--- src/design/sinc_readout_pkg.sv ---
package sinc_readout_pkg;

  // ****************************************
  // Widths and word layout
  // ****************************************
  localparam int RESULT_W = 16;
  localparam int ACC_W = 25;
  localparam int WORD_BITS = 16;
  localparam int CMD_BIT = 15;
  localparam int WRITE_BIT = 14;
  localparam int ADDR_LSB = 8;
  localparam logic [3:0] LAST_BIT = 4'hF;
  localparam logic [3:0] READ_LOAD_BIT = 4'h8;

  // ****************************************
  // Register map
  // ****************************************
  localparam logic [3:0] REG_CONFIG_ZERO = 4'h0;
  localparam logic [3:0] REG_CHAN_SELECT = 4'h1;
  localparam logic [3:0] REG_STATUS = 4'h2;
  localparam logic [3:0] REG_OFFSET_BASE = 4'h4;
  localparam logic [3:0] REG_OFFSET_LAST = 4'h9;
  localparam int CAL_BIT = 6;
  localparam int OFFSET_EN_BIT = 5;
  localparam int MODE_LSB = 0;
  localparam int MODE_W = 3;
  localparam int CHAN_SEL_W = 2;
  localparam logic [7:0] CONFIG_ZERO_RESET = 8'h00;
  localparam logic [1:0] CHAN_SELECT_RESET = 2'h0;
  localparam logic [1:0] SEL_ONE = 2'h0;
  localparam logic [1:0] SEL_TWO = 2'h1;
  localparam logic [15:0] OFFSET_RESET = 16'h8000;
  localparam logic [15:0] MIDSCALE = 16'h8000;

  // ****************************************
  // Filter modes
  // ****************************************
  localparam logic [2:0] MODE_SINC3_FIRST = 3'h4;
  localparam logic [1:0] LAST_DEC_SINC2 = 2'h1;
  localparam logic [1:0] LAST_DEC_SINC3 = 2'h2;

  // ****************************************
  // Timing
  // ****************************************
  localparam int CLK_FREQ_MHZ = 100;
  localparam int CLK_CHECK_TIME_NS = 10000;
  localparam int CLK_CHECK_CYCLES = CLK_FREQ_MHZ * CLK_CHECK_TIME_NS / 1000;
  localparam logic [3:0] CLK_CHECK_EDGES = 4'h4;

  typedef enum logic [1:0] {CHECKING, RUNNING, FAULTED} check_state_e;

  function automatic logic [3:0] mode_log2_ratio(input logic [2:0] mode);
    case (mode)
      3'h0: mode_log2_ratio = 4'h7;
      3'h1: mode_log2_ratio = 4'h8;
      3'h2: mode_log2_ratio = 4'h9;
      3'h3: mode_log2_ratio = 4'hA;
      3'h4: mode_log2_ratio = 4'h6;
      3'h5: mode_log2_ratio = 4'h7;
      3'h6: mode_log2_ratio = 4'h8;
      default: mode_log2_ratio = 4'h7;
    endcase
  endfunction : mode_log2_ratio

  function automatic logic mode_is_third(input logic [2:0] mode);
    mode_is_third = (mode >= MODE_SINC3_FIRST) && (mode != 3'h7);
  endfunction : mode_is_third

  // Offset-binary correction, clipped to the 16-bit range
  function automatic logic [15:0] offset_correct(input logic [15:0] raw, input logic [15:0] off);
    logic signed [18:0] diff;
    diff = $signed({3'h0, raw}) - $signed({3'h0, off}) + $signed({3'h0, MIDSCALE});
    if (diff < 0) offset_correct = 16'h0000;
    else if (diff > $signed(19'h0FFFF)) offset_correct = 16'hFFFF;
    else offset_correct = diff[15:0];
  endfunction : offset_correct

endpackage : sinc_readout_pkg

--- src/design/sinc_decimation_spi_readout.sv ---
`timescale 1ns/1ps
module sinc_decimation_spi_readout (
  input wire logic i_clock,
  input wire logic i_sys_rst,
  input wire logic i_sclk,
  input wire logic i_cs_n,
  input wire logic i_mosi,
  output logic o_miso,
  output logic o_miso_oe,
  input wire logic i_chan_one_modulator_clock,
  input wire logic i_chan_two_modulator_clock,
  input wire logic i_chan_three_modulator_clock,
  input wire logic i_modulator_bitstream_one,
  input wire logic i_modulator_bitstream_two,
  input wire logic i_modulator_bitstream_three,
  output logic o_result_ready_flag,
  output logic o_int_n
);

  // ****************************************
  // Serial pin synchronisers
  // ****************************************
  logic sclk_meta, sclk_sync, sclk_prev, cs_meta, cs_sync, cs_prev, mosi_meta, mosi_sync;
  logic sclk_rise, sclk_fall, cs_fall, cs_low;

  always_ff @(posedge i_clock or posedge i_sys_rst) begin
    if (i_sys_rst) begin
      sclk_meta <= 1'b0;
      sclk_sync <= 1'b0;
      sclk_prev <= 1'b0;
      cs_meta <= 1'b1;
      cs_sync <= 1'b1;
      cs_prev <= 1'b1;
      mosi_meta <= 1'b0;
      mosi_sync <= 1'b0;
    end else begin
      sclk_meta <= i_sclk;
      sclk_sync <= sclk_meta;
      sclk_prev <= sclk_sync;
      cs_meta <= i_cs_n;
      cs_sync <= cs_meta;
      cs_prev <= cs_sync;
      mosi_meta <= i_mosi;
      mosi_sync <= mosi_meta;
    end
  end

  assign sclk_rise = sclk_sync & ~sclk_prev;
  assign sclk_fall = ~sclk_sync & sclk_prev;
  assign cs_fall = ~cs_sync & cs_prev;
  assign cs_low = ~cs_sync;

  // ****************************************
  // Channels
  // ****************************************
  logic [2:0] mod_clocks, mod_data, mod_edge, chan_done, sel_mask, done_flags;
  logic [15:0] chan_result [3];
  logic [15:0] offset [3];
  logic [15:0] out_result [3];
  logic [7:0] config_zero;
  logic [1:0] chan_select;
  logic conv_start, ready, running;
  logic [1:0] res_idx;
  sinc_readout_pkg::check_state_e check_state;

  assign mod_clocks = {i_chan_three_modulator_clock, i_chan_two_modulator_clock,
                       i_chan_one_modulator_clock};
  assign mod_data = {i_modulator_bitstream_three, i_modulator_bitstream_two,
                     i_modulator_bitstream_one};
  assign running = (check_state == sinc_readout_pkg::RUNNING);

  always_comb begin
    unique case (chan_select)
      sinc_readout_pkg::SEL_ONE: sel_mask = 3'h1;
      sinc_readout_pkg::SEL_TWO: sel_mask = 3'h3;
      default: sel_mask = 3'h7;
    endcase
  end

  for (genvar ch = 0; ch < 3; ch++) begin : g_chan
    sinc_channel u_chan (
      .i_clock(i_clock),
      .i_sys_rst(i_sys_rst),
      .i_mod_clock(mod_clocks[ch]),
      .i_mod_data(mod_data[ch]),
      .i_start(conv_start & sel_mask[ch]),
      .i_mode(config_zero[sinc_readout_pkg::MODE_LSB +: sinc_readout_pkg::MODE_W]),
      .o_mod_edge(mod_edge[ch]),
      .o_done(chan_done[ch]),
      .o_result(chan_result[ch])
    );
    // Corrected only when offset enable is set
    assign out_result[ch] = config_zero[sinc_readout_pkg::OFFSET_EN_BIT] ?
        sinc_readout_pkg::offset_correct(chan_result[ch], offset[ch]) :
        chan_result[ch];
  end

  // ****************************************
  // Power-up clock check
  // ****************************************
  logic [15:0] check_cnt;
  logic [3:0] edge_cnt;

  always_ff @(posedge i_clock or posedge i_sys_rst) begin
    if (i_sys_rst) begin
      check_state <= sinc_readout_pkg::CHECKING;
      check_cnt <= 16'h0000;
      edge_cnt <= 4'h0;
      o_int_n <= 1'b1;
    end else begin
      unique case (check_state)
        sinc_readout_pkg::CHECKING: begin
          check_cnt <= check_cnt + 16'h0001;
          if (mod_edge[0]) edge_cnt <= edge_cnt + 4'h1;
          if (edge_cnt >= sinc_readout_pkg::CLK_CHECK_EDGES) begin
            check_state <= sinc_readout_pkg::RUNNING;
          end else if (check_cnt == 16'(sinc_readout_pkg::CLK_CHECK_CYCLES - 1)) begin
            check_state <= sinc_readout_pkg::FAULTED;
          end
        end
        sinc_readout_pkg::RUNNING: check_state <= sinc_readout_pkg::RUNNING;
        sinc_readout_pkg::FAULTED: check_state <= sinc_readout_pkg::FAULTED;
      endcase
      o_int_n <= (check_state != sinc_readout_pkg::FAULTED);
    end
  end

  // ****************************************
  // Conversion control and ready
  // ****************************************
  always_ff @(posedge i_clock or posedge i_sys_rst) begin
    if (i_sys_rst) begin
      conv_start <= 1'b0;
      done_flags <= 3'h0;
      ready <= 1'b0;
      o_result_ready_flag <= 1'b0;
    end else begin
      conv_start <= cs_fall & running;
      // Done pulses of an abandoned conversion must not raise ready
      if ((cs_fall && running) || conv_start) begin
        done_flags <= 3'h0;
        ready <= 1'b0;
      end else begin
        done_flags <= done_flags | chan_done;
        // Slowest selected channel decides
        if ((done_flags & sel_mask) == sel_mask && !conv_start) ready <= 1'b1;
      end
      o_result_ready_flag <= ready;
    end
  end

  // Offsets are loaded only by a calibrated conversion
  always_ff @(posedge i_clock or posedge i_sys_rst) begin
    if (i_sys_rst) begin
      offset <= '{default: sinc_readout_pkg::OFFSET_RESET};
    end else begin
      for (int ch = 0; ch < 3; ch++) begin
        if (chan_done[ch] && config_zero[sinc_readout_pkg::CAL_BIT]) begin
          offset[ch] <= chan_result[ch];
        end
      end
    end
  end

  // ****************************************
  // Serial port
  // ****************************************
  logic [3:0] bit_cnt, rd_addr;
  logic [15:0] rx, tx, next_tx, word_in, load_word;
  logic [7:0] rd_data;
  logic [1:0] nchan;

  assign word_in = {rx[14:0], mosi_sync};
  assign rd_addr = rx[3:0];
  assign nchan = (sel_mask == 3'h1) ? 2'h1 : (sel_mask == 3'h3) ? 2'h2 : 2'h3;

  always_comb begin
    unique case (rd_addr)
      sinc_readout_pkg::REG_CONFIG_ZERO: rd_data = config_zero;
      sinc_readout_pkg::REG_CHAN_SELECT: rd_data = {6'h00, chan_select};
      sinc_readout_pkg::REG_STATUS: rd_data = {7'h00, ready};
      4'h4: rd_data = offset[0][15:8];
      4'h5: rd_data = offset[0][7:0];
      4'h6: rd_data = offset[1][15:8];
      4'h7: rd_data = offset[1][7:0];
      4'h8: rd_data = offset[2][15:8];
      4'h9: rd_data = offset[2][7:0];
      default: rd_data = 8'h00;
    endcase
    load_word = (ready && res_idx < nchan) ? out_result[res_idx] : 16'h0000;
    if (cs_fall || bit_cnt == 4'h0) next_tx = load_word;
    else if (bit_cnt == sinc_readout_pkg::READ_LOAD_BIT && rx[7] && !rx[6]) begin
      next_tx = {rd_data, 8'h00};
    end else next_tx = {tx[14:0], 1'b0};
  end

  always_ff @(posedge i_clock or posedge i_sys_rst) begin
    if (i_sys_rst) begin
      bit_cnt <= 4'h0;
      rx <= 16'h0000;
      res_idx <= 2'h0;
      config_zero <= sinc_readout_pkg::CONFIG_ZERO_RESET;
      chan_select <= sinc_readout_pkg::CHAN_SELECT_RESET;
    end else if (cs_fall) begin
      bit_cnt <= 4'h0;
      res_idx <= 2'h0;
    end else if (cs_low && running && sclk_rise) begin
      rx <= word_in;
      bit_cnt <= bit_cnt + 4'h1;
      if (bit_cnt == sinc_readout_pkg::LAST_BIT) begin
        if (word_in[sinc_readout_pkg::CMD_BIT] && word_in[sinc_readout_pkg::WRITE_BIT]) begin
          unique case (word_in[sinc_readout_pkg::ADDR_LSB +: 4])
            sinc_readout_pkg::REG_CONFIG_ZERO: config_zero <= word_in[7:0];
            sinc_readout_pkg::REG_CHAN_SELECT: begin
              chan_select <= word_in[sinc_readout_pkg::CHAN_SEL_W-1:0];
            end
            default: ;
          endcase
        end else if (!word_in[sinc_readout_pkg::CMD_BIT] && ready && res_idx < nchan) begin
          res_idx <= res_idx + 2'h1;
        end
      end
    end
  end

  always_ff @(posedge i_clock or posedge i_sys_rst) begin
    if (i_sys_rst) begin
      tx <= 16'h0000;
      o_miso <= 1'b0;
      o_miso_oe <= 1'b0;
    end else begin
      o_miso_oe <= cs_low & running;
      if ((cs_fall && running) || (cs_low && running && sclk_fall)) begin
        tx <= next_tx;
        o_miso <= next_tx[15];
      end
    end
  end
endmodule : sinc_decimation_spi_readout

--- src/design/sinc_channel.sv ---
`timescale 1ns/1ps
module sinc_channel #(
  parameter int ACC_W = sinc_readout_pkg::ACC_W
) (
  input wire logic i_clock,
  input wire logic i_sys_rst,
  input wire logic i_mod_clock,
  input wire logic i_mod_data,
  input wire logic i_start,
  input wire logic [2:0] i_mode,
  output logic o_mod_edge,
  output logic o_done,
  output logic [15:0] o_result
);

  // ****************************************
  // Modulator pin synchronisers
  // ****************************************
  logic clk_meta, clk_sync, clk_prev, dat_meta, dat_sync;
  logic edge_now;

  always_ff @(posedge i_clock or posedge i_sys_rst) begin
    if (i_sys_rst) begin
      clk_meta <= 1'b0;
      clk_sync <= 1'b0;
      clk_prev <= 1'b0;
      dat_meta <= 1'b0;
      dat_sync <= 1'b0;
    end else begin
      clk_meta <= i_mod_clock;
      clk_sync <= clk_meta;
      clk_prev <= clk_sync;
      dat_meta <= i_mod_data;
      dat_sync <= dat_meta;
    end
  end

  assign edge_now = clk_sync & ~clk_prev;

  always_ff @(posedge i_clock or posedge i_sys_rst) begin
    if (i_sys_rst) o_mod_edge <= 1'b0;
    else o_mod_edge <= edge_now;
  end

  // ****************************************
  // Integrators and combs
  // ****************************************
  logic busy, third;
  logic [3:0] lgd;
  logic [9:0] dec_cnt, ratio_m1;
  logic [1:0] dec_num;
  logic [ACC_W-1:0] int1, int2, int3, z1, z2, z3;
  logic [ACC_W-1:0] next_int1, next_int2, next_int3, top, c1, c2, c3, filt;
  logic [4:0] lgdk;
  logic [ACC_W+15:0] scaled;
  logic [15:0] next_result;

  always_comb begin
    next_int1 = int1 + ACC_W'(dat_sync);
    next_int2 = int2 + next_int1;
    next_int3 = int3 + next_int2;
    top = third ? next_int3 : next_int2;
    c1 = top - z1;
    c2 = c1 - z2;
    c3 = c2 - z3;
    filt = third ? c3 : c2;
    ratio_m1 = 10'((11'h001 << lgd) - 11'h001);
    lgdk = third ? 5'(lgd) * 5'h03 : 5'(lgd) * 5'h02;
    scaled = {filt, 16'h0000} >> lgdk;
    // Full-scale ones would read 0x10000
    next_result = (|scaled[ACC_W+15:16]) ? 16'hFFFF : scaled[15:0];
  end

  // Window is D*K modulator periods from the start pulse
  always_ff @(posedge i_clock or posedge i_sys_rst) begin
    if (i_sys_rst) begin
      busy <= 1'b0;
      third <= 1'b0;
      lgd <= 4'h7;
      dec_cnt <= 10'h000;
      dec_num <= 2'h0;
      int1 <= '0;
      int2 <= '0;
      int3 <= '0;
      z1 <= '0;
      z2 <= '0;
      z3 <= '0;
      o_done <= 1'b0;
      o_result <= 16'h0000;
    end else begin
      o_done <= 1'b0;
      if (i_start) begin
        busy <= 1'b1;
        third <= sinc_readout_pkg::mode_is_third(i_mode);
        lgd <= sinc_readout_pkg::mode_log2_ratio(i_mode);
        dec_cnt <= 10'h000;
        dec_num <= 2'h0;
        int1 <= '0;
        int2 <= '0;
        int3 <= '0;
        z1 <= '0;
        z2 <= '0;
        z3 <= '0;
      end else if (busy && edge_now) begin
        int1 <= next_int1;
        int2 <= next_int2;
        int3 <= next_int3;
        if (dec_cnt == ratio_m1) begin
          dec_cnt <= 10'h000;
          z1 <= top;
          z2 <= c1;
          z3 <= c2;
          dec_num <= dec_num + 2'h1;
          if (dec_num == (third ? sinc_readout_pkg::LAST_DEC_SINC3
                                : sinc_readout_pkg::LAST_DEC_SINC2)) begin
            busy <= 1'b0;
            o_done <= 1'b1;
            o_result <= next_result;
          end
        end else begin
          dec_cnt <= dec_cnt + 10'h001;
        end
      end
    end
  end

endmodule : sinc_channel

--- config.mk ---
export PLATFORM = sky130hd
export DESIGN_NAME = sinc_decimation_spi_readout
export DESIGN_NICKNAME = d
export VERILOG_FILES = /design/src/design/sinc_readout_pkg.sv /design/src/design/sinc_decimation_spi_readout.sv /design/src/design/sinc_channel.sv
export SDC_FILE = /design/constraint.sdc
export NUM_CORES = 2
export LEC_CHECK = 0
export BUFFER_PORTS_ARGS = -buffer_cell sky130_fd_sc_hd__buf_2
export CELL_PAD_IN_SITES_DETAIL_PLACEMENT = 0
export CELL_PAD_IN_SITES_GLOBAL_PLACEMENT = 1
export CORE_MARGIN = 5
export CORE_UTILIZATION = 45
export CTS_BUF_LIST = sky130_fd_sc_hd__clkbuf_8 sky130_fd_sc_hd__clkbuf_16
export DETAILED_ROUTE_END_ITERATION = 12
export PLACE_DENSITY_LB_ADDON = 0.05
export SLEW_MARGIN = 20
export SYNTH_ARGS = -nofsm -noshare
export SYNTH_HDL_FRONTEND = slang
export SYNTH_SLANG_ARGS = --single-unit
--- constraint.sdc ---
create_clock -name i_clock -period 27.5 [get_ports i_clock]
set_clock_uncertainty 0.2 [all_clocks]
set_input_delay 2.75 -clock i_clock [delete_from_list [all_inputs] [get_ports i_clock]]
set_output_delay 2.75 -clock i_clock [all_outputs]
set_load 0.05 [all_outputs]
======== Yosys cells after proc, flatten, opt, wreduce, memory -nomap -nowiden ========
Cells that the tools add are included.
word-level totals
  input port bits ......................... 11
  logic and storage cells ................. 390
  register bits ........................... 704
operators by class
  multipliers ............................. 3
  eq/ne operators ......................... 33
  reduce and logical (&&, ||, !) cells .... 60
  bitwise logic cells ..................... 24
  muxes and demuxes ....................... 135
  $add $sub $neg .......................... 37
  shifts and indexed selects .............. 6
  order comparisons ....................... 10
operators by type and width
  cell                                                                            number
  25-bit 2-to-1 mux                                                               51
  16-bit 2-to-1 mux                                                               17
  25-bit subtractor                                                               9
  25-bit adder                                                                    6
  41-bit by 5-bit >> shifter with 41-bit output                                   3
  10-bit 2-to-1 mux                                                               9
  25-bit by 1-bit adder with 25-bit output                                        3
  25-bit OR reduction                                                             3
  8-bit one-hot mux with 9 select lines                                           1
  17-bit by 17-bit adder with 18-bit output (second input constant)               3
  18-bit by 17-bit > comparator with 1-bit output (second input constant)         3
  18-bit by 1-bit less-than comparator with 1-bit output (second input constant)  3
  16-bit by 16-bit subtractor with 17-bit output                                  3
  2-bit 2-to-1 mux                                                                20
  16-bit binary-select mux with 2-bit select                                      1
  10-bit by 1-bit adder with 10-bit output (second input constant)                3
  10-bit equality test                                                            3
  1-bit by 4-bit left shift with 10-bit output (first input constant)             3
  10-bit by 1-bit subtractor with 10-bit output (second input constant)           3
  1-bit 2-to-1 mux                                                                27
  2-bit nonzero test                                                              13
  1-bit logical AND                                                               18
  16-bit by 1-bit adder with 16-bit output (second input constant)                1
  16-bit by 10-bit equality test with 1-bit output (second input constant)        1
  other kinds (39)                                                                101

======== Logic depth before layout (Yosys ltp) ========
  word-level depth ........................ 12
  mapped depth ............................ 57
  mapped depth without buffers ............ 54

======== By module ========
A second synthesis with hierarchy kept.
unflattened totals
  cells, all modules ...................... 8000
  area total of the unflattened synthesis .. 63165.6 um^2
by module, submodules not included
  module                            area an instance (um^2)  instances  cells an instance  seq. area each (um^2)
  sinc_channel at g_chan[1].u_chan  17887.2                  1          2334               4783.3
  sinc_channel at g_chan[2].u_chan  17884.7                  1          2306               4783.3
  sinc_channel at g_chan[0].u_chan  17722.0                  1          2293               4783.3
  sinc_decimation_spi_readout       9671.8                   1          1067               3337.0

======== Worst setup path after synthesis ========
OpenSTA, ideal clock, no wires.
  path type ............................... reg-to-reg
  start ................................... register g_chan[2].u_chan.int1[0]
  end ..................................... register g_chan[2].u_chan.o_result[0]
  buffers on the path ..................... 4
  arrival ................................. 10.708 ns
  cell stages (with the launch flop) ...... 54
  setup time .............................. 0.119 ns
  slack ................................... 16.473 ns
  cells stage by stage .................... dfrtp_1 -> ha_1 -> ha_1 -> nand3_1 -> xnor2_1 -> ha_1 -> a21oi_1 -> o21ai_0 -> a21o_1 -> a21o_1 -> xnor2_1 -> inv_1 -> ha_1 -> a21o_1 -> a21o_1 -> a41o_1 -> a21oi_1 -> nor2b_1 -> [... 18 more ...] -> and3_1 -> and3_1 -> o21a_1 -> o21ai_0 -> o21ai_0 -> o41ai_1 -> xnor2_1 -> nor2_2 -> buf_2 -> nor4b_1 -> o41a_1 -> or2_2 -> or4_1 -> a21boi_1 -> and2_1 -> buf_2 -> a21oi_1 -> and2_1
on the way
  cells in the longest elaborated chain, start to end .. 11
ends and longest elaborated chain
  item                                               RTL line             source
  from (decl)                                        sinc_channel.sv:52   logic [ACC_W-1:0] int1, int2, int3, z1, z2, z3;
  from (signal assigned)                             sinc_channel.sv:105  int1 <= next_int1;
  25-bit by 1-bit adder with 25-bit output (*)       sinc_channel.sv:59   next_int1 = int1 + ACC_W'(dat_sync);
  25-bit adder (*)                                   sinc_channel.sv:60   next_int2 = int2 + next_int1;
  25-bit adder                                       sinc_channel.sv:61   next_int3 = int3 + next_int2;
  25-bit 2-to-1 mux (*)                              sinc_channel.sv:62   top = third ? next_int3 : next_int2;
  25-bit subtractor (*)                              sinc_channel.sv:63   c1 = top - z1;
  25-bit subtractor (*)                              sinc_channel.sv:64   c2 = c1 - z2;
  25-bit subtractor                                  sinc_channel.sv:65   c3 = c2 - z3;
  25-bit 2-to-1 mux (*)                              sinc_channel.sv:66   filt = third ? c3 : c2;
  41-bit by 5-bit >> shifter with 41-bit output (*)  sinc_channel.sv:69   scaled = {filt, 16'h0000} >> lgdk;
  25-bit OR reduction                                sinc_channel.sv:71   next_result = (|scaled[ACC_W+15:16]) ? 16'hFFFF : scaled[15:0];
  16-bit 2-to-1 mux (*)                              sinc_channel.sv:71
  to (signal assigned)                               sinc_channel.sv:118  o_result <= next_result;
  to (decl)                                          sinc_channel.sv:13   output logic [15:0] o_result
Mark *: on every way between the ends. The rest lies on a longest branch, timed or not.
A chain may end at the register's enable or synchronous reset.

======== Worst setup path in the final report ========
  start ................................... register g_chan[2].u_chan.int1[0]
  end ..................................... register g_chan[2].u_chan.o_result[7]
The elaborated chain is that of the path after synthesis.

==> impl_metrics.json <==
{
  "grt_pass1_wl_mm": 272,
  "r2r-start": "g_chan[2].u_chan.int1[0]$_DFFE_PP0P_",
  "cts_hold_buffers": 0,
  "crit_required_ns": 27.87,
  "ys_async_sr_fraction": 1.00,
  "hold_path_startpoint": "mosi_meta$_DFF_PP0_",
  "dp.final_hpwl_mm": 119,
  "path_delay_family": "compound AO/OA/AOI/OAI gates",
  "cts_tree": "yes",
  "cts-resized-gates": 0,
  "synth_nets": 7975,
  "max_freq_mhz": 76.9,
  "fin_crit_sh": 0.473,
  "hold_depth": 0,
  "hp-class": "register to register",
  "vias_per_cell": 5.70,
  "status": "finished clean",
  "final_core_util": 0.490,
  "final_antenna_net_count": 0,
  "synthesis.area_sq_um": 59500,
  "critPathMaxFanout": 16,
  "routabilityCongestion": 0.878,
  "route.vias.total": 52100,
  "fin_crit_ns": 13.00,
  "r2r_cells": 46,
  "rsz0062_at_grt": "false",
  "r2r-end": "g_chan[2].u_chan.o_result[7]$_DFFE_PP0P_",
  "reg2reg_setup_slack_ns": 14.50,
  "synth_area_leaders": "dfrtp_1, ha_1, nand2_1",
  "io_pins": 15,
  "cts_made_buffers": 91,
  "synth.most_common_cell": "nand2_1",
  "path_clk_slew_ns": 0.06,
  "drt_wl_total_mm": 166,
  "synth_top_cell_area_share": 0.289,
  "drv_cap": 0,
  "dieWidth_um": 374,
  "drc": 0,
  "crit_arrival_ns": 13.38,
  "power-per-cell-area_nw_per_um2": 98.1,
  "nets": 7823,
  "hold_viol_final": 0,
  "diodes": 0,
  "grt.total_usage": 0.232,
  "syn_avg_cell_area_sq_um": 7.96,
  "clock_path_buffers": 3,
  "wl_per_cell_um": 18.2,
  "die_y_um": 374,
  "slew_violations": 0,
  "setup_viol": 0,
  "p_leak_nw": 29.0,
  "antenna_found_initial": 1,
  "nFillCells": 13000,
  "grt_max_degree": 164,
  "synth-seq-cells": 704,
  "finalSetupTns_ns": 0,
  "cp_common_cell": "ha_1",
  "layout-drive-gt1-share": 0.0688,
  "ys_types": 106,
  "drt_iter0_drc": 3599,
  "critical_path_class": "register to register",
  "ys_warn_count": 0,
  "area_growth_syn_to_layout_pct": 8.19,
  "max_stage_delay_ns": 0.82,
  "cp-start-kind": "register",
  "die_area_sq_um": 140000,
  "drt-pass1-iter-count": 7,
  "synth_flop_cell": "dfrtp_1",
  "port_buffers": 14,
  "clk_latency_ns": 0.72,
  "vdd_drop_max_mv": 0.263,
  "post_cts_buffers": 0,
  "synth_cells": 7470,
  "synthTopCellsByCount": "nand2_1, a21oi_1, dfrtp_1, nor2_1, inv_1",
  "cp_slowest_cell": "a2111oi_0",
  "synth_edf_count": 0,
  "cts_max_level": 3,
  "grt_pass1_vias": 50200,
  "fp-row-count": 133,
  "startpoint": "g_chan[2].u_chan.int1[0]$_DFFE_PP0P_",
  "overflow": 0,
  "end_kind": "register",
  "place_area_sq_um": 61200,
  "cts_root_buf": "clkbuf_16",
  "initial_core_util": 0.452,
  "slew_headroom": 0.267,
  "core_sq_um": 131000,
  "crit_buf_inv": 1,
  "whs_endpoint": "mosi_sync$_DFF_PP0_",
  "power.total_mw": 6.31,
  "tightest_slew_ns": 1.09,
  "synth_top_cell_by_area": "dfrtp_1",
  "final_area_sq_um": 64400,
  "clkSinkCount": 704,
  "synth.yosys.seq_area_share": 0.297
}
==> metal layers <==
layer | track usage | part of all wire | vias up
met5 | 0 | 0.00012 | -
met4 | 0.0631 | 0.027 | 2
met3 | 0.0297 | 0.036 | 225
met2 | 0.380 | 0.45 | 862
met1 | 0.324 | 0.48 | 24900
li1 | - | - | 26100
==> worst reg2reg max path: cells and delay by family, from the launching register on <==
family / cells / cell delay (ns)
buffers and inverters: 1 / 0.08
adder cells (fa/ha/maj): 7 / 2.32
AO/OA/AOI/OAI: 22 / 6.25
AND/OR/NAND/NOR: 12 / 2.99
flip-flops: 1 / 0.39
XOR/XNOR: 4 / 0.66
==> metrics by stage <==
| stage | setup WS, ns | hold WS [ns] | instances |
|---|---|---|---|
| floorplan | 4.83 | 0.131 | 7470 |
| global placement | 14.99 | 0.133 | 8979 |
| detailed placement | 14.66 | 0.139 | 8979 |
| CTS | 14.57 | 0.153 | 9143 |
| global route | 13.37 | 0.161 | 9144 |
| finish | 14.50 | 0.149 | 9144 |
==> worst max-delay path by stage <==
stage | cells after the start | to | slack, ns
after floorplan | 1 | bit_cnt[0]$_DFFE_PP0N_ | 4.83
after global routing | 47 | g_chan[2].u_chan.o_result[7]$_DFFE_PP0P_ | 13.37
after global placement | 47 | g_chan[2].u_chan.o_result[7]$_DFFE_PP0P_ | 14.99
after detailed placement | 47 | g_chan[2].u_chan.o_result[7]$_DFFE_PP0P_ | 14.66
after CTS | 47 | g_chan[2].u_chan.o_result[7]$_DFFE_PP0P_ | 14.57
final | 46 | g_chan[2].u_chan.o_result[7]$_DFFE_PP0P_ | 14.50
==> cell families after synthesis <==
family	share of synthesized area
simple gates	0.193
mux	0.0386
flops	0.297
xor+xnor	0.0788
compound gates	0.234
fa+ha+maj	0.107
buf+inv	0.0521
==> layout make-up <==
cell class	count	area [sq um]	share of cell area
Clock inverter	55	646	0.0100
Inverter	481	1810	0.0282
Sequential cell	704	17600	0.274
Clock buffer	109	2520	0.0392
Timing Repair Buffer	89	691	0.0107
Tap cell	1755	2200	0.0341
Multi-Input combinational cell	5951	38800	0.604
==> flip-flops by register name, indices dropped and copies added, names as in the netlist, 30 cells and up <==
name,count
g_chan.u_chan.z1,75
g_chan.u_chan.dec_cnt,30
g_chan.u_chan.int3,75
offset,48
g_chan.u_chan.z2,75
g_chan.u_chan.o_result,48
g_chan.u_chan.int2,75
g_chan.u_chan.int1,75
g_chan.u_chan.z3,75
==> report_power, final <==
group,internal (mW),switching (mW)
Sequential,1.09,0.0543
Combinational,1.49,2.41
Clock,0.757,0.503
==> placed cells by master (no fill, tap or decap), types with 113 or more instances in the layout <==
cell type	instances
xnor2_1	319
nand2_1	1077
ha_1	473
nor3_1	115
a21oi_1	750
o21ai_0	439
a21o_1	145
nand3_1	139
dfrtp_1	684
inv_1	492
xor2_1	214
nor2_1	667
mux2_2	113
Power figures use the tool's default switching activity.
